## src/a429_pkg.sv

```systemverilog
package a429_pkg;
  localparam int unsigned CLK_HZ      = 50_000_000;
  localparam int unsigned HS_RATE_BPS = 100_000;
  localparam int unsigned LS_RATE_BPS = 12_500;
  localparam logic [15:0] HS_BIT_CYC  = 16'(CLK_HZ / HS_RATE_BPS);
  localparam logic [15:0] LS_BIT_CYC  = 16'(CLK_HZ / LS_RATE_BPS);
  localparam int unsigned GAP_BITS    = 2;
  localparam int unsigned WORD_BITS   = 32;
  localparam int unsigned HIT_DEPTH   = 8;

  localparam logic [7:0] CTRL_OFS   = 8'h00;
  localparam logic [7:0] MATCH_OFS  = 8'h04;
  localparam logic [7:0] DCFG_OFS   = 8'h08;
  localparam logic [7:0] DMIN_OFS   = 8'h0C;
  localparam logic [7:0] DMAX_OFS   = 8'h10;
  localparam logic [7:0] DCARE_OFS  = 8'h14;
  localparam logic [7:0] TMIN_OFS   = 8'h18;
  localparam logic [7:0] TMAX_OFS   = 8'h1C;
  localparam logic [7:0] UBIT_OFS   = 8'h20;
  localparam logic [7:0] STAT_OFS   = 8'h24;
  localparam logic [7:0] LWORD_OFS  = 8'h28;
  localparam logic [7:0] TSTA_OFS   = 8'h2C;
  localparam logic [7:0] TSTO_OFS   = 8'h30;
  localparam logic [7:0] HIT_OFS    = 8'h40;

  localparam logic [31:0] CTRL_RST  = 32'h0000_0000;
  localparam logic [31:0] DCARE_RST = 32'h0007_FFFF;
  localparam logic [31:0] UBIT_RST  = 32'h0000_01F4;
  localparam logic [2:0]  LAYOUT_CODE_THREE = 3'h3;

  typedef enum logic [2:0] {
    TRIG_WORD, TRIG_ERROR, TRIG_LABEL, TRIG_LABEL_DATA, TRIG_TRANSMISSION
  } trig_type_e;

  typedef enum logic [2:0] {
    CMP_EQ, CMP_NE, CMP_LT, CMP_LE, CMP_GT, CMP_GE, CMP_IN, CMP_OUT
  } cmp_e;

  typedef enum logic [1:0] {
    RATE_HIGH, RATE_LOW, RATE_USER
  } rate_e;

  typedef struct packed {
    logic        parity;
    logic [1:0]  ssm;
    logic [18:0] data;
    logic [1:0]  sdi;
    logic [7:0]  label;
  } word_s;

  typedef struct packed {
    logic        coding;
    logic        gap;
    logic        parity;
  } err_s;

  typedef struct packed {
    word_s       word;
    err_s        err;
    logic [31:0] start_ts;
    logic [31:0] stop_ts;
  } result_s;
endpackage

```

## src/a429_trigger_search.sv

```systemverilog
module a429_trigger_search (
  input  wire logic                  ref_clk_i,
  input  wire logic                  resetn_i,
  input  wire logic                  line_hi_i,
  input  wire logic                  line_lo_i,
  input  wire logic                  psel_i,
  input  wire logic                  penable_i,
  input  wire logic                  pwrite_i,
  input  wire logic [7:0]            paddr_i,
  input  wire logic [31:0]           pwdata_i,
  input  wire logic [3:0]            pstrb_i,
  output logic                       pready_o,
  output logic [31:0]                prdata_o,
  output logic                       pslverr_o,
  output logic                       trigger_o,
  output logic                       word_valid_o,
  output a429_pkg::result_s          word_result_o
);
  import a429_pkg::*;

  typedef enum logic {RX_IDLE, RX_WORD} rx_e;

  // Pin synchronisers
  logic [1:0] hi_sync_q, lo_sync_q;
  always_ff @(posedge ref_clk_i or negedge resetn_i) begin
    if (!resetn_i) begin
      hi_sync_q <= 2'b00;
      lo_sync_q <= 2'b00;
    end else begin
      hi_sync_q <= {hi_sync_q[0], line_hi_i};
      lo_sync_q <= {lo_sync_q[0], line_lo_i};
    end
  end
  wire hi_s = hi_sync_q[1];
  wire lo_s = lo_sync_q[1];

  // Software registers
  logic [31:0] ctrl_q, match_q, dcfg_q, dmin_q, dmax_q, dcare_q;
  logic [31:0] tmin_q, tmax_q, ubit_q;
  logic [31:0] ctrl_d, match_d, dcfg_d, dmin_d, dmax_d, dcare_d;
  logic [31:0] tmin_d, tmax_d, ubit_d;
  logic        pready_d, pslverr_d;
  logic [31:0] prdata_d;

  // Receiver and result state
  rx_e         rx_q, rx_d;
  logic [5:0]  bit_cnt_q, bit_cnt_d;
  logic [31:0] shift_q, shift_d;
  logic [15:0] idle_q, idle_d;
  logic        pulse_q, pulse_d;
  logic        coding_q, coding_d;
  logic [31:0] now_q, now_d;
  logic [31:0] wstart_q, wstart_d;
  logic [31:0] trig_ts_q, trig_ts_d;
  logic [31:0] last_tx_q, last_tx_d;
  logic        seen_tx_q, seen_tx_d;
  logic        trig_q, trig_d;
  logic        wvalid_q, wvalid_d;
  result_s     res_q, res_d;
  logic [31:0] hit_word_q [HIT_DEPTH];
  logic [31:0] hit_ts_q   [HIT_DEPTH];
  logic [31:0] hit_word_d [HIT_DEPTH];
  logic [31:0] hit_ts_d   [HIT_DEPTH];
  logic [3:0]  hit_cnt_q, hit_cnt_d;

  trig_type_e  ttype;
  cmp_e        dcond, tcond;
  logic [15:0] bit_cyc, gap_lim;

  always_comb begin
    ttype = trig_type_e'(ctrl_q[2:0]);
    dcond = cmp_e'(dcfg_q[12:10]);
    tcond = cmp_e'(dcfg_q[15:13]);
    case (rate_e'(ctrl_q[9:8]))
      RATE_HIGH: bit_cyc = HS_BIT_CYC;
      RATE_LOW:  bit_cyc = LS_BIT_CYC;
      default:   bit_cyc = ubit_q[15:0];
    endcase
    gap_lim = 16'(bit_cyc * 16'(GAP_BITS));
  end

  function automatic logic cmp_ok(cmp_e c, logic [31:0] v,
                                  logic [31:0] mn, logic [31:0] mx);
    case (c)
      CMP_EQ:  cmp_ok = (v == mn);
      CMP_NE:  cmp_ok = (v != mn);
      CMP_LT:  cmp_ok = (v < mn);
      CMP_LE:  cmp_ok = (v <= mn);
      CMP_GT:  cmp_ok = (v > mn);
      CMP_GE:  cmp_ok = (v >= mn);
      CMP_IN:  cmp_ok = (v >= mn) && (v <= mx);
      default: cmp_ok = (v < mn) || (v > mx);
    endcase
  endfunction

  function automatic logic [31:0] strb_wr(logic [31:0] old,
                                          logic [31:0] wd,
                                          logic [3:0] st);
    logic [31:0] r;
    r = old;
    for (int b = 0; b < 4; b++) begin
      if (st[b]) begin
        r[8*b +: 8] = wd[8*b +: 8];
      end
    end
    strb_wr = r;
  endfunction

  // Word evaluation on the assembled bits
  word_s       w;
  err_s        e;
  logic [31:0] dval, dmask, care, interval;
  logic        lbl_ok, ld_ok, gap_abort;
  always_comb begin
    // Layout code three and the default share one field order
    w = word_s'(shift_d);
    e.parity = ctrl_q[5] && !(^shift_d);
    // Taken ahead of the end-of-word clear of the coding flag
    e.coding = ctrl_q[7] && (coding_q || (hi_s && lo_s));
    e.gap = gap_abort && ctrl_q[6];
    dmask = (dcfg_q[9:5] >= 5'd19 || dcfg_q[9:5] == 5'd0) ?
            32'h0007_FFFF : ((32'h0000_0001 << dcfg_q[9:5]) - 32'h1);
    dval = (32'(w.data) >> dcfg_q[4:0]) & dmask;
    care = dcare_q & dmask;
    lbl_ok = (w.label == match_q[7:0]);
    ld_ok = lbl_ok && (w.ssm == match_q[9:8])
            && (w.sdi == match_q[11:10])
            && cmp_ok(dcond, dval & care, dmin_q & care, dmax_q & care);
    // Start to start, so word length does not skew the interval
    interval = wstart_q - last_tx_q;
  end

  always_comb begin
    ctrl_d = ctrl_q;
    match_d = match_q;
    dcfg_d = dcfg_q;
    dmin_d = dmin_q;
    dmax_d = dmax_q;
    dcare_d = dcare_q;
    tmin_d = tmin_q;
    tmax_d = tmax_q;
    ubit_d = ubit_q;
    pready_d = 1'b0;
    pslverr_d = 1'b0;
    prdata_d = prdata_o;
    if (psel_i && !penable_i && !pready_o) begin
      pready_d = 1'b1;
      prdata_d = 32'h0000_0000;
      if (paddr_i >= HIT_OFS) begin
        if (paddr_i[2]) begin
          prdata_d = hit_ts_q[paddr_i[5:3]];
        end else begin
          prdata_d = hit_word_q[paddr_i[5:3]];
        end
        pslverr_d = pwrite_i || paddr_i[7] || paddr_i[1:0] != 2'b00;
      end else begin
        case (paddr_i)
          CTRL_OFS:  prdata_d = ctrl_q;
          MATCH_OFS: prdata_d = match_q;
          DCFG_OFS:  prdata_d = dcfg_q;
          DMIN_OFS:  prdata_d = dmin_q;
          DMAX_OFS:  prdata_d = dmax_q;
          DCARE_OFS: prdata_d = dcare_q;
          TMIN_OFS:  prdata_d = tmin_q;
          TMAX_OFS:  prdata_d = tmax_q;
          UBIT_OFS:  prdata_d = ubit_q;
          STAT_OFS:  prdata_d = {24'h0, hit_cnt_q, 1'b0, res_q.err};
          LWORD_OFS: prdata_d = res_q.word;
          TSTA_OFS:  prdata_d = res_q.start_ts;
          TSTO_OFS:  prdata_d = res_q.stop_ts;
          default:   pslverr_d = 1'b1;
        endcase
        if (pwrite_i) begin
          case (paddr_i)
            CTRL_OFS:  ctrl_d = strb_wr(ctrl_q, pwdata_i, pstrb_i);
            MATCH_OFS: match_d = strb_wr(match_q, pwdata_i, pstrb_i);
            DCFG_OFS:  dcfg_d = strb_wr(dcfg_q, pwdata_i, pstrb_i);
            DMIN_OFS:  dmin_d = strb_wr(dmin_q, pwdata_i, pstrb_i);
            DMAX_OFS:  dmax_d = strb_wr(dmax_q, pwdata_i, pstrb_i);
            DCARE_OFS: dcare_d = strb_wr(dcare_q, pwdata_i, pstrb_i);
            TMIN_OFS:  tmin_d = strb_wr(tmin_q, pwdata_i, pstrb_i);
            TMAX_OFS:  tmax_d = strb_wr(tmax_q, pwdata_i, pstrb_i);
            UBIT_OFS:  ubit_d = strb_wr(ubit_q, pwdata_i, pstrb_i);
            default:   pslverr_d = 1'b1;
          endcase
        end
      end
    end
  end

  always_ff @(posedge ref_clk_i or negedge resetn_i) begin
    if (!resetn_i) begin
      ctrl_q <= CTRL_RST;
      match_q <= 32'h0000_0000;
      dcfg_q <= 32'h0000_0000;
      dmin_q <= 32'h0000_0000;
      dmax_q <= 32'h0000_0000;
      dcare_q <= DCARE_RST;
      tmin_q <= 32'h0000_0000;
      tmax_q <= 32'h0000_0000;
      ubit_q <= UBIT_RST;
      pready_o <= 1'b0;
      pslverr_o <= 1'b0;
      prdata_o <= 32'h0000_0000;
    end else begin
      ctrl_q <= ctrl_d;
      match_q <= match_d;
      dcfg_q <= dcfg_d;
      dmin_q <= dmin_d;
      dmax_q <= dmax_d;
      dcare_q <= dcare_d;
      tmin_q <= tmin_d;
      tmax_q <= tmax_d;
      ubit_q <= ubit_d;
      pready_o <= pready_d;
      pslverr_o <= pslverr_d;
      prdata_o <= prdata_d;
    end
  end

  // Receiver, trigger and search
  logic pulse_rise, hit, fire_start, tx_ok;
  always_comb begin
    rx_d = rx_q;
    bit_cnt_d = bit_cnt_q;
    shift_d = shift_q;
    idle_d = idle_q;
    coding_d = coding_q;
    now_d = now_q + 32'h1;
    wstart_d = wstart_q;
    trig_ts_d = trig_ts_q;
    last_tx_d = last_tx_q;
    seen_tx_d = seen_tx_q;
    res_d = res_q;
    hit_word_d = hit_word_q;
    hit_ts_d = hit_ts_q;
    hit_cnt_d = hit_cnt_q;
    pulse_d = hi_s || lo_s;
    pulse_rise = pulse_d && !pulse_q;
    hit = 1'b0;
    fire_start = 1'b0;
    gap_abort = 1'b0;
    tx_ok = 1'b0;
    wvalid_d = 1'b0;
    // Restart the record whenever search is switched on
    if (ctrl_d[4] && !ctrl_q[4]) begin
      hit_cnt_d = 4'h0;
    end
    if (hi_s && lo_s) begin
      coding_d = 1'b1;
    end
    case (rx_q)
      RX_IDLE: begin
        idle_d = 16'h0;
        if (pulse_rise) begin
          rx_d = RX_WORD;
          bit_cnt_d = 6'd1;
          shift_d = {31'h0, hi_s};
          wstart_d = now_q;
          fire_start = (ttype == TRIG_WORD) && !ctrl_q[3];
        end
      end
      RX_WORD: begin
        idle_d = (idle_q == 16'hFFFF) ? idle_q : idle_q + 16'h1;
        if (pulse_rise) begin
          idle_d = 16'h0;
          shift_d[bit_cnt_q[4:0]] = hi_s;
          bit_cnt_d = bit_cnt_q + 6'd1;
        end else if (idle_q >= gap_lim) begin
          gap_abort = 1'b1;
        end
      end
      default: rx_d = RX_IDLE;
    endcase
    if (bit_cnt_d == 6'(WORD_BITS) || gap_abort) begin
      rx_d = RX_IDLE;
      bit_cnt_d = 6'd0;
      coding_d = 1'b0;
      wvalid_d = 1'b1;
      tx_ok = seen_tx_q && cmp_ok(tcond, interval, tmin_q, tmax_q);
      case (ttype)
        TRIG_WORD:       hit = ctrl_q[3] && !gap_abort;
        TRIG_ERROR:      hit = e.parity || e.coding || e.gap;
        TRIG_LABEL:      hit = lbl_ok && !gap_abort;
        TRIG_LABEL_DATA: hit = ld_ok && !gap_abort;
        default:         hit = ld_ok && tx_ok && !gap_abort;
      endcase
      if (ttype == TRIG_TRANSMISSION && ld_ok && !gap_abort) begin
        last_tx_d = wstart_q;
        seen_tx_d = 1'b1;
      end
    end
    if (!ctrl_q[4] && (hit || fire_start)) begin
      trig_ts_d = now_q;
    end
    if (ctrl_q[4] && hit && hit_cnt_d < 4'(HIT_DEPTH)) begin
      hit_word_d[hit_cnt_d[2:0]] = shift_d;
      hit_ts_d[hit_cnt_d[2:0]] = now_q;
      hit_cnt_d = hit_cnt_d + 4'h1;
    end
    trig_d = !ctrl_q[4] && (hit || fire_start);
    if (wvalid_d) begin
      res_d.word = word_s'(shift_d);
      res_d.err = e;
      res_d.start_ts = wstart_q - trig_ts_d;
      res_d.stop_ts = now_q - trig_ts_d;
    end
  end

  always_ff @(posedge ref_clk_i or negedge resetn_i) begin
    if (!resetn_i) begin
      rx_q <= RX_IDLE;
      bit_cnt_q <= 6'd0;
      shift_q <= 32'h0000_0000;
      idle_q <= 16'h0000;
      pulse_q <= 1'b0;
      coding_q <= 1'b0;
      now_q <= 32'h0000_0000;
      wstart_q <= 32'h0000_0000;
      trig_ts_q <= 32'h0000_0000;
      last_tx_q <= 32'h0000_0000;
      seen_tx_q <= 1'b0;
      trig_q <= 1'b0;
      wvalid_q <= 1'b0;
      res_q <= '0;
      hit_cnt_q <= 4'h0;
      for (int i = 0; i < HIT_DEPTH; i++) begin
        hit_word_q[i] <= 32'h0000_0000;
        hit_ts_q[i] <= 32'h0000_0000;
      end
    end else begin
      rx_q <= rx_d;
      bit_cnt_q <= bit_cnt_d;
      shift_q <= shift_d;
      idle_q <= idle_d;
      pulse_q <= pulse_d;
      coding_q <= coding_d;
      now_q <= now_d;
      wstart_q <= wstart_d;
      trig_ts_q <= trig_ts_d;
      last_tx_q <= last_tx_d;
      seen_tx_q <= seen_tx_d;
      trig_q <= trig_d;
      wvalid_q <= wvalid_d;
      res_q <= res_d;
      hit_cnt_q <= hit_cnt_d;
      hit_word_q <= hit_word_d;
      hit_ts_q <= hit_ts_d;
    end
  end

  assign trigger_o = trig_q;
  assign word_valid_o = wvalid_q;
  assign word_result_o = res_q;
endmodule

```

## config.mk

```make
export PLATFORM = sky130hd
export DESIGN_NAME = a429_trigger_search
export DESIGN_NICKNAME = d
export VERILOG_FILES = /design/src/a429_pkg.sv /design/src/a429_trigger_search.sv
export SDC_FILE = /design/constraint.sdc
export NUM_CORES = 2
export LEC_CHECK = 0
export ABC_AREA = 1
export BUFFER_PORTS_ARGS = -buffer_cell sky130_fd_sc_hd__buf_4
export CAP_MARGIN = 15
export CORE_ASPECT_RATIO = 1.2
export CORE_MARGIN = 2
export CORE_UTILIZATION = 30
export CTS_BUF_LIST = sky130_fd_sc_hd__clkbuf_8 sky130_fd_sc_hd__clkbuf_16
export DETAILED_ROUTE_END_ITERATION = 16
export PLACE_DENSITY = 0.48
export SLEW_MARGIN = 10
export SYNTH_ARGS = -nofsm -noshare
export SYNTH_HDL_FRONTEND = slang
export SYNTH_SLANG_ARGS = --single-unit
```

## constraint.sdc

```tcl
create_clock -name ref_clk_i -period 10.9 [get_ports ref_clk_i]
set_input_delay 1.09 -clock ref_clk_i [delete_from_list [all_inputs] [get_ports ref_clk_i]]
set_output_delay 1.09 -clock ref_clk_i [all_outputs]
set_load 0.01 [all_outputs]
```

After elaboration in Yosys (flattened, before gate mapping)
Cells that the tools add are included.
{ "op_classes": {"addsub": 8, "multipliers": 0, "div_mod_pow": 0, "magnitude_cmp": 21, "eq_ne": 39, "shifts": 2, "mux": 58, "bitwise": 9, "reduce_logical": 94} }
{ "ops": {"columns": ["operator", "count"], "rows": [
  ["$bwmux W256", 2],
  ["$pmux W32 S13", 1],
  ["$mux W32", 11],
  ["$bmux W32 S3", 2],
  ["$reduce_and A5 Y1", 36],
  ["$and A32 B32 Y32", 5],
  ["$gt A32 B32 Y1", 4],
  ["$le A32 B32 Y1", 4],
  ["$demux W32 S3", 1],
  ["$sub A32 B32 Y32", 3],
  ["$eq A32 B32 Y1", 2],
  ["$ge A32 B32 Y1", 2],
  ["$lt A32 B32 Y1", 2],
  ["$ne A32 B32 Y1", 2],
  ["$pmux W32 S2", 1],
  ["$eq A8 B6 Y1 const B", 5],
  ["$add A32 B1 Y32 const B", 1],
  ["$bwmux W32", 1],
  ["$eq A8 B5 Y1 const B", 4],
  ["$mux W16", 2],
  ["$pmux W16 S2", 1],
  ["$reduce_xor A32 Y1", 1],
  ["$shl A1 B5 Y32 const A", 1],
  ["$shr A19 B5 Y32", 1],
  ["45 further kinds", 136]
]} }
{ "word_totals": {"ff_bits": 1129, "latch_bits": 0, "mem_bits_rw": 0, "mem_bits_ro": 0, "elab_cells": 313, "mem_count": 0} }

Depth between registers and ports, before layout
{ "depth": {"ltp_word": 22, "ltp_mapped": 75, "depth_no_buf": 75} }

Worst setup path before layout
Ideal clock, no wire load.
{ "synth_path": {"path_kind": "register to register", "start": "register wstart_q[0]", "end": "register res_q, in the netlist word_result_o[29]", "setup_ps": 135, "t_arrival_ps": 9116, "required_ps": 10765, "setup_slack_ps": 1649, "path_stages_with_launch": 71, "path_buffers": 1, "synth_period_minus_slack_ps": 9251, "path_cell_list": "dfrtp_1 > inv_1 > ha_1 > inv_1 > fa_1 > a31oi_1 > o21ai_0 > a21oi_1 > inv_1 > a21oi_1 > o21ai_0 > nand3_1 > nand2_1 > nand3_1 > nand2_1 > nand2_1 > o211ai_1 > a21o_1 > [35 not listed] > nand2_1 > o211ai_1 > nand2_1 > nand2_1 > a21oi_1 > o21ai_0 > nand3_1 > nand2_1 > nand3_1 > nand2_1 > nand3_1 > nand2_1 > inv_1 > o21ai_0 > nand3_1 > nand2_1 > xor2_1 > o21ai_0"} }
{ "synth_between": {"elab_chain_len": 14} }
{ "synth_rtl": {"columns": ["element", "line", "text"], "rows": [
  ["from (decl)", "a429_trigger_search.sv:53", "logic [31:0] wstart_q, wstart_d;"],
  ["from (signal assigned)", "a429_trigger_search.sv:339", "wstart_q <= wstart_d;"],
  ["$sub A32 B32 Y32 (*)", "a429_trigger_search.sv:130", "interval = wstart_q - last_tx_q;"],
  ["$lt A32 B32 Y1 (tied with other cells)", "a429_trigger_search.sv:87, a429_trigger_search.sv:92", null],
  ["$logic_or A1 B1 Y1 / $logic_and A1 B1 Y1 (equally long branches)", "a429_trigger_search.sv:92, a429_trigger_search.sv:91", null],
  ["$pmux W1 S7 (*)", "a429_trigger_search.sv:84", "case (c)"],
  ["$mux W1 (*)", "a429_trigger_search.sv:275", "if (bit_cnt_d == 6'(WORD_BITS) || gap_abort) begin"],
  ["$logic_and A1 B1 Y1 (*)", "a429_trigger_search.sv:280", "tx_ok = seen_tx_q && cmp_ok(tcond, interval, tmin_q, tmax_q);"],
  ["$logic_and A1 B1 Y1 (*) (2 in a row)", "a429_trigger_search.sv:286", "default: hit = ld_ok && tx_ok && !gap_abort;"],
  ["$pmux W1 S4 (*)", "a429_trigger_search.sv:281", "case (ttype)"],
  ["$mux W1 (*)", "a429_trigger_search.sv:275", null],
  ["$logic_or A1 B1 Y1 (*)", "a429_trigger_search.sv:293", "if (!ctrl_q[4] && (hit || fire_start)) begin"],
  ["$logic_and A1 B1 Y1 (*)", "a429_trigger_search.sv:293", null],
  ["$mux W32 (*)", "a429_trigger_search.sv:293", null],
  ["$sub A32 B32 Y32 (*)", "a429_trigger_search.sv:306", "res_d.stop_ts = now_q - trig_ts_d;"],
  ["to (signal assigned)", "a429_trigger_search.sv:345", "res_q <= res_d;"],
  ["to (decl)", "a429_trigger_search.sv:59", "result_s res_q, res_d;"]
]} }
Every way passes the cells marked *; elsewhere a longest branch is shown, timed or not. The select of a mux whose other input is x is not followed.
A chain may end at the register's enable or synchronous reset.

Worst setup path after layout
{ "layout_path": {"start": "register wstart_q[0]", "end": "register res_q, in the netlist word_result_o[29]"} }
{ "layout_between": {"elab_chain_len": 14} }
{ "layout_rtl": {"columns": ["element", "line", "text"], "rows": [
  ["$sub A32 B32 Y32 (*)", "a429_trigger_search.sv:130", null],
  ["$lt A32 B32 Y1 (tied with other cells)", "a429_trigger_search.sv:87, a429_trigger_search.sv:92", null],
  ["$logic_or A1 B1 Y1 / $logic_and A1 B1 Y1 (equally long branches)", "a429_trigger_search.sv:92, a429_trigger_search.sv:91", null],
  ["$pmux W1 S7 (*)", "a429_trigger_search.sv:84", null],
  ["$mux W1 (*)", "a429_trigger_search.sv:275", null],
  ["$logic_and A1 B1 Y1 (*)", "a429_trigger_search.sv:280", null],
  ["$logic_and A1 B1 Y1 (*) (2 in a row)", "a429_trigger_search.sv:286", null],
  ["$pmux W1 S4 (*)", "a429_trigger_search.sv:281", null],
  ["$mux W1 (*)", "a429_trigger_search.sv:275", null],
  ["$logic_or A1 B1 Y1 (*)", null, null],
  ["$logic_and A1 B1 Y1 (*)", null, null],
  ["named net trig_d", "a429_trigger_search.sv:57", "logic trig_q, trig_d;"],
  ["$mux W32 (*)", "a429_trigger_search.sv:293", null],
  ["$sub A32 B32 Y32 (*)", "a429_trigger_search.sv:306", null]
]} }
Mark *: on every way through the listed nets, which the timed path passes. The rest lies on a longest branch. The select of a mux whose other input is x is not followed.

==> flow_metrics.py <==
metrics = {
    "place": {
        "pre_cts_slack_ns": 0.002432,
        "dpl_cell_area_sq_um": 61500,
        "io_buffer_count": 185,
        "gp_congestion": 0.9478,
        "hpwl_microns": 181200,
    },
    "critical_path": {
        "reg2regPathDepth": 71,
        "critPathArrivalTime_ns": 10.87,
        "crit_path_start_kind": "register",
        "slowest_delay_ns": 0.54,
        "crit_family": "simple AND/OR/NAND/NOR gates",
        "cpMostUsedCell": "nand2_1",
        "crit_cells": 71,
        "criticalPathCategory": "reg -> reg",
        "cp_slowest_cell": "or4_1",
        "worstPathMaxFanout": 7,
        "endpoint_kind": "register",
        "crit_required_ns": 11.55,
        "crit_buf_inv": 6,
    },
    "route": {
        "ant_nets": 0,
        "first_pass_iters": 5,
        "wire_per_inst_microns": 26.19,
        "drc": 0,
        "viasPerCell": 5.304,
        "via_count": 50680,
        "drt_iter0_markers": 5007,
        "finalWirelength_microns": 250300,
    },
    "logic_synthesis": {
        "synthMuxAreaShare": 0.0001747,
        "syn_inst": 6900,
        "synthAdderAreaFrac": 0.04799,
        "synth_nets": 7169,
        "synth_compound_area_frac": 0.1833,
        "synth_edf_count": 0,
        "synth_top_family_by_area": "simple AND/OR/NAND/NOR gates",
        "synthXorXnorAreaFrac": 0.02186,
        "avgSynthCellArea_sq_um": 8.305,
        "synth.distinct_cells": 61,
        "synth_top_area_cell": "dfrtp_1",
        "ys.flop_type": "dfrtp_1",
        "yosysTopAreaCellShare": 0.4821,
        "async_flop_share": 1.000,
        "synth_area_leaders": "dfrtp_1, nand2_1, o21ai_0, ha_1, inv_1",
        "ys_ff_latch": 1129,
        "ys_seq_area_frac": 0.4936,
        "yosys_warnings": 0,
        "synthSimpleGateAreaFrac": 0.1840,
        "syn_area_sq_um": 57300,
    },
    "global_route": {
        "antenna_found_initial": 18,
        "grt_max_degree": 168,
        "grt_usage": 0.2541,
        "gr-total-overflow": 0,
        "grt_pass1_wl_microns": 357900,
        "grt_pass1_vias": 48530,
    },
    "clock_network": {
        "cts-root-buf": "clkbuf_16",
        "clockBufferDepth": 3,
        "cts_hold_buf": 0,
        "cts_buffers": 131,
        "clk_pin_slew_ns": 0.06,
        "cts_tree": "yes",
        "insertion_delay_ns": 0.82,
        "cts.sinks": 1129,
        "h-tree-depth": 4,
    },
    "final_layout": {
        "finish.utilization": 0.3484,
        "fill_cells": 19980,
        "drive_gt1_frac": 0.08951,
        "final_area_sq_um": 66050,
        "area_growth_pct": 15.27,
        "layout.area.seq_sq_um": 28280,
        "multi_input_area_sq_um": 25420,
        "nets": 7235,
    },
    "timing": {
        "finalCriticalPeriod_ns": 10.22,
        "fin_crit_sh": 0.9378,
        "max_freq_mhz": 97.83,
        "setup_ws_ns": 0.6784,
        "hold_viol_final": 0,
        "tightest_slew_ns": 1.315,
        "slew_headroom": 0.1006,
        "fin_worst_skew_ns": 0.04602,
        "slew_violations": 0,
        "setup_viol": 0,
        "fin_setup_tns_ns": 0,
    },
    "flow_run": {
        "maxCapViolations": 0,
    },
    "die": {
        "core_sq_um": 189600,
        "die_height_microns": 482.8,
        "initial_utilization": 0.3022,
        "dieArea_sq_um": 194500,
        "io_pins": 186,
        "die_width_microns": 403.0,
        "num_rows": 175,
    },
    "power": {
        "max-vdd-ir-drop_uv": 153.0,
        "cellPowerDensity_nw_per_um2": 160.8,
        "leakagePower_nw": 29.61,
        "power_mw": 10.62,
    },
    "status": {
        "outcome": "finished clean",
    },
    "worst_hold_path": {
        "hp-class": "in -> async",
    },
}
## final timing paths
path / from / end / slack, ns
worst min-delay path: resetn_i / dmax_q[19] / 0.29
min in group ref_clk_i: lo_sync_q[0] / lo_sync_q[1] / 0.36
worst min register to register: lo_sync_q[0] / lo_sync_q[1] / 0.36
max in group asynchronous: resetn_i / hit_ts_q[148] / 8.12
worst max register to register: wstart_q[0] / word_result_o[29] / 0.68
worst max-delay path: wstart_q[0] / word_result_o[29] / 0.68
## per-stage QoR
step           std cells  hold WS (ns)
2_1_floorplan       6900        0.3312
3_3_place_gp        9304        0.3445
3_5_place_dp        9305        0.3418
4_1_cts             9544        0.3268
5_1_grt             9551        0.3436
6_report            9555        0.2871
## metal layers
| layer | vias up | share of wire | track usage |
|---|---|---|---|
| li1 | 23500 | - | - |
| met3 | 430 | 0.067 | 0.04916 |
| met5 | - | 0.00032 | 0 |
| met1 | 24920 | 0.42 | 0.3259 |
| met2 | 1809 | 0.46 | 0.4084 |
| met4 | 14 | 0.056 | 0.1297 |
## where the power goes
part           switching, mW  total (mW)  internal [mW]
logic                   1.22        1.73          0.504
registers             0.0764        4.35           4.28
clock network           1.98        4.54           2.56
total                   3.28        10.6           7.34
## synth_stat cells (81+ instances only)
cell type  count
nand2_1     1630
dfrtp_1     1104
o21ai_0      941
inv_1        631
nand3_1      460
a21oi_1      307
clkbuf_1     269
nor2_1       256
ha_1         215
o21ai_1      212
a221oi_1     111
xor2_1        95
nand4_1       82
buf_2         81
## worst reg2reg max path, delay by kind of cell, from the launching register on
kind / cells / cell delay (ns)
fa+ha+maj: 4 / 1.16
compound gates: 24 / 3.67
buf+inv: 6 / 0.51
flops: 1 / 0.36
xor+xnor: 2 / 0.41
simple gates: 35 / 3.96
## final cells by class
cell class,instances,share of cell area
repair buffers,305,0.03648
inverters,651,0.03701
well taps,2478,0.04694
clock buffers,162,0.05643
diodes,5,0.0001894
multi-input cells,4748,0.3849
clock inverters,77,0.009907
flip-flops and latches,1129,0.4282
## kinds of logic (layout without fill, tap and decap cells)
group | after synthesis | count (layout)
XOR/XNOR | 143 | 143
AO/OA/AOI/OAI | 1852 | 1852
multiplexers | 1 | 1
AND/OR/NAND/NOR | 2534 | 2534
adder cells (fa/ha/maj) | 218 | 218
flip-flops | 1129 | 1129
other | 0 | 5
buffers and inverters | 1023 | 1195
## placed cells by master, fill, tap and decap left out, drive strengths merged, types with 10 or more instances in the layout
master and count:
a211oi 22, o2111ai 35, xnor2 48, clkbuf 162, ha 215, o221ai 11
a221oi 111, nor3 48, nor2 262, nor4 18, o211ai 19, a31oi 12
a22oi 10, o31ai 11, dfstp 25, o21ai 1157, xor2 95, nand2 1633
o22ai 23, or2 14, buf 305, a2111oi 20, nand3 460, dfrtp 1104
o21a 42, a21oi 307, inv 678, o21bai 16, o311ai 32, clkinv 41
nand4 82
## repair_timing
action	in CTS	in global routing
cloned	0	0
gates resized for setup	1	36
buffers inserted	0	6
pin swaps	0	7
setup endpoints to repair	1	24
(Power assumes the default switching activity.)
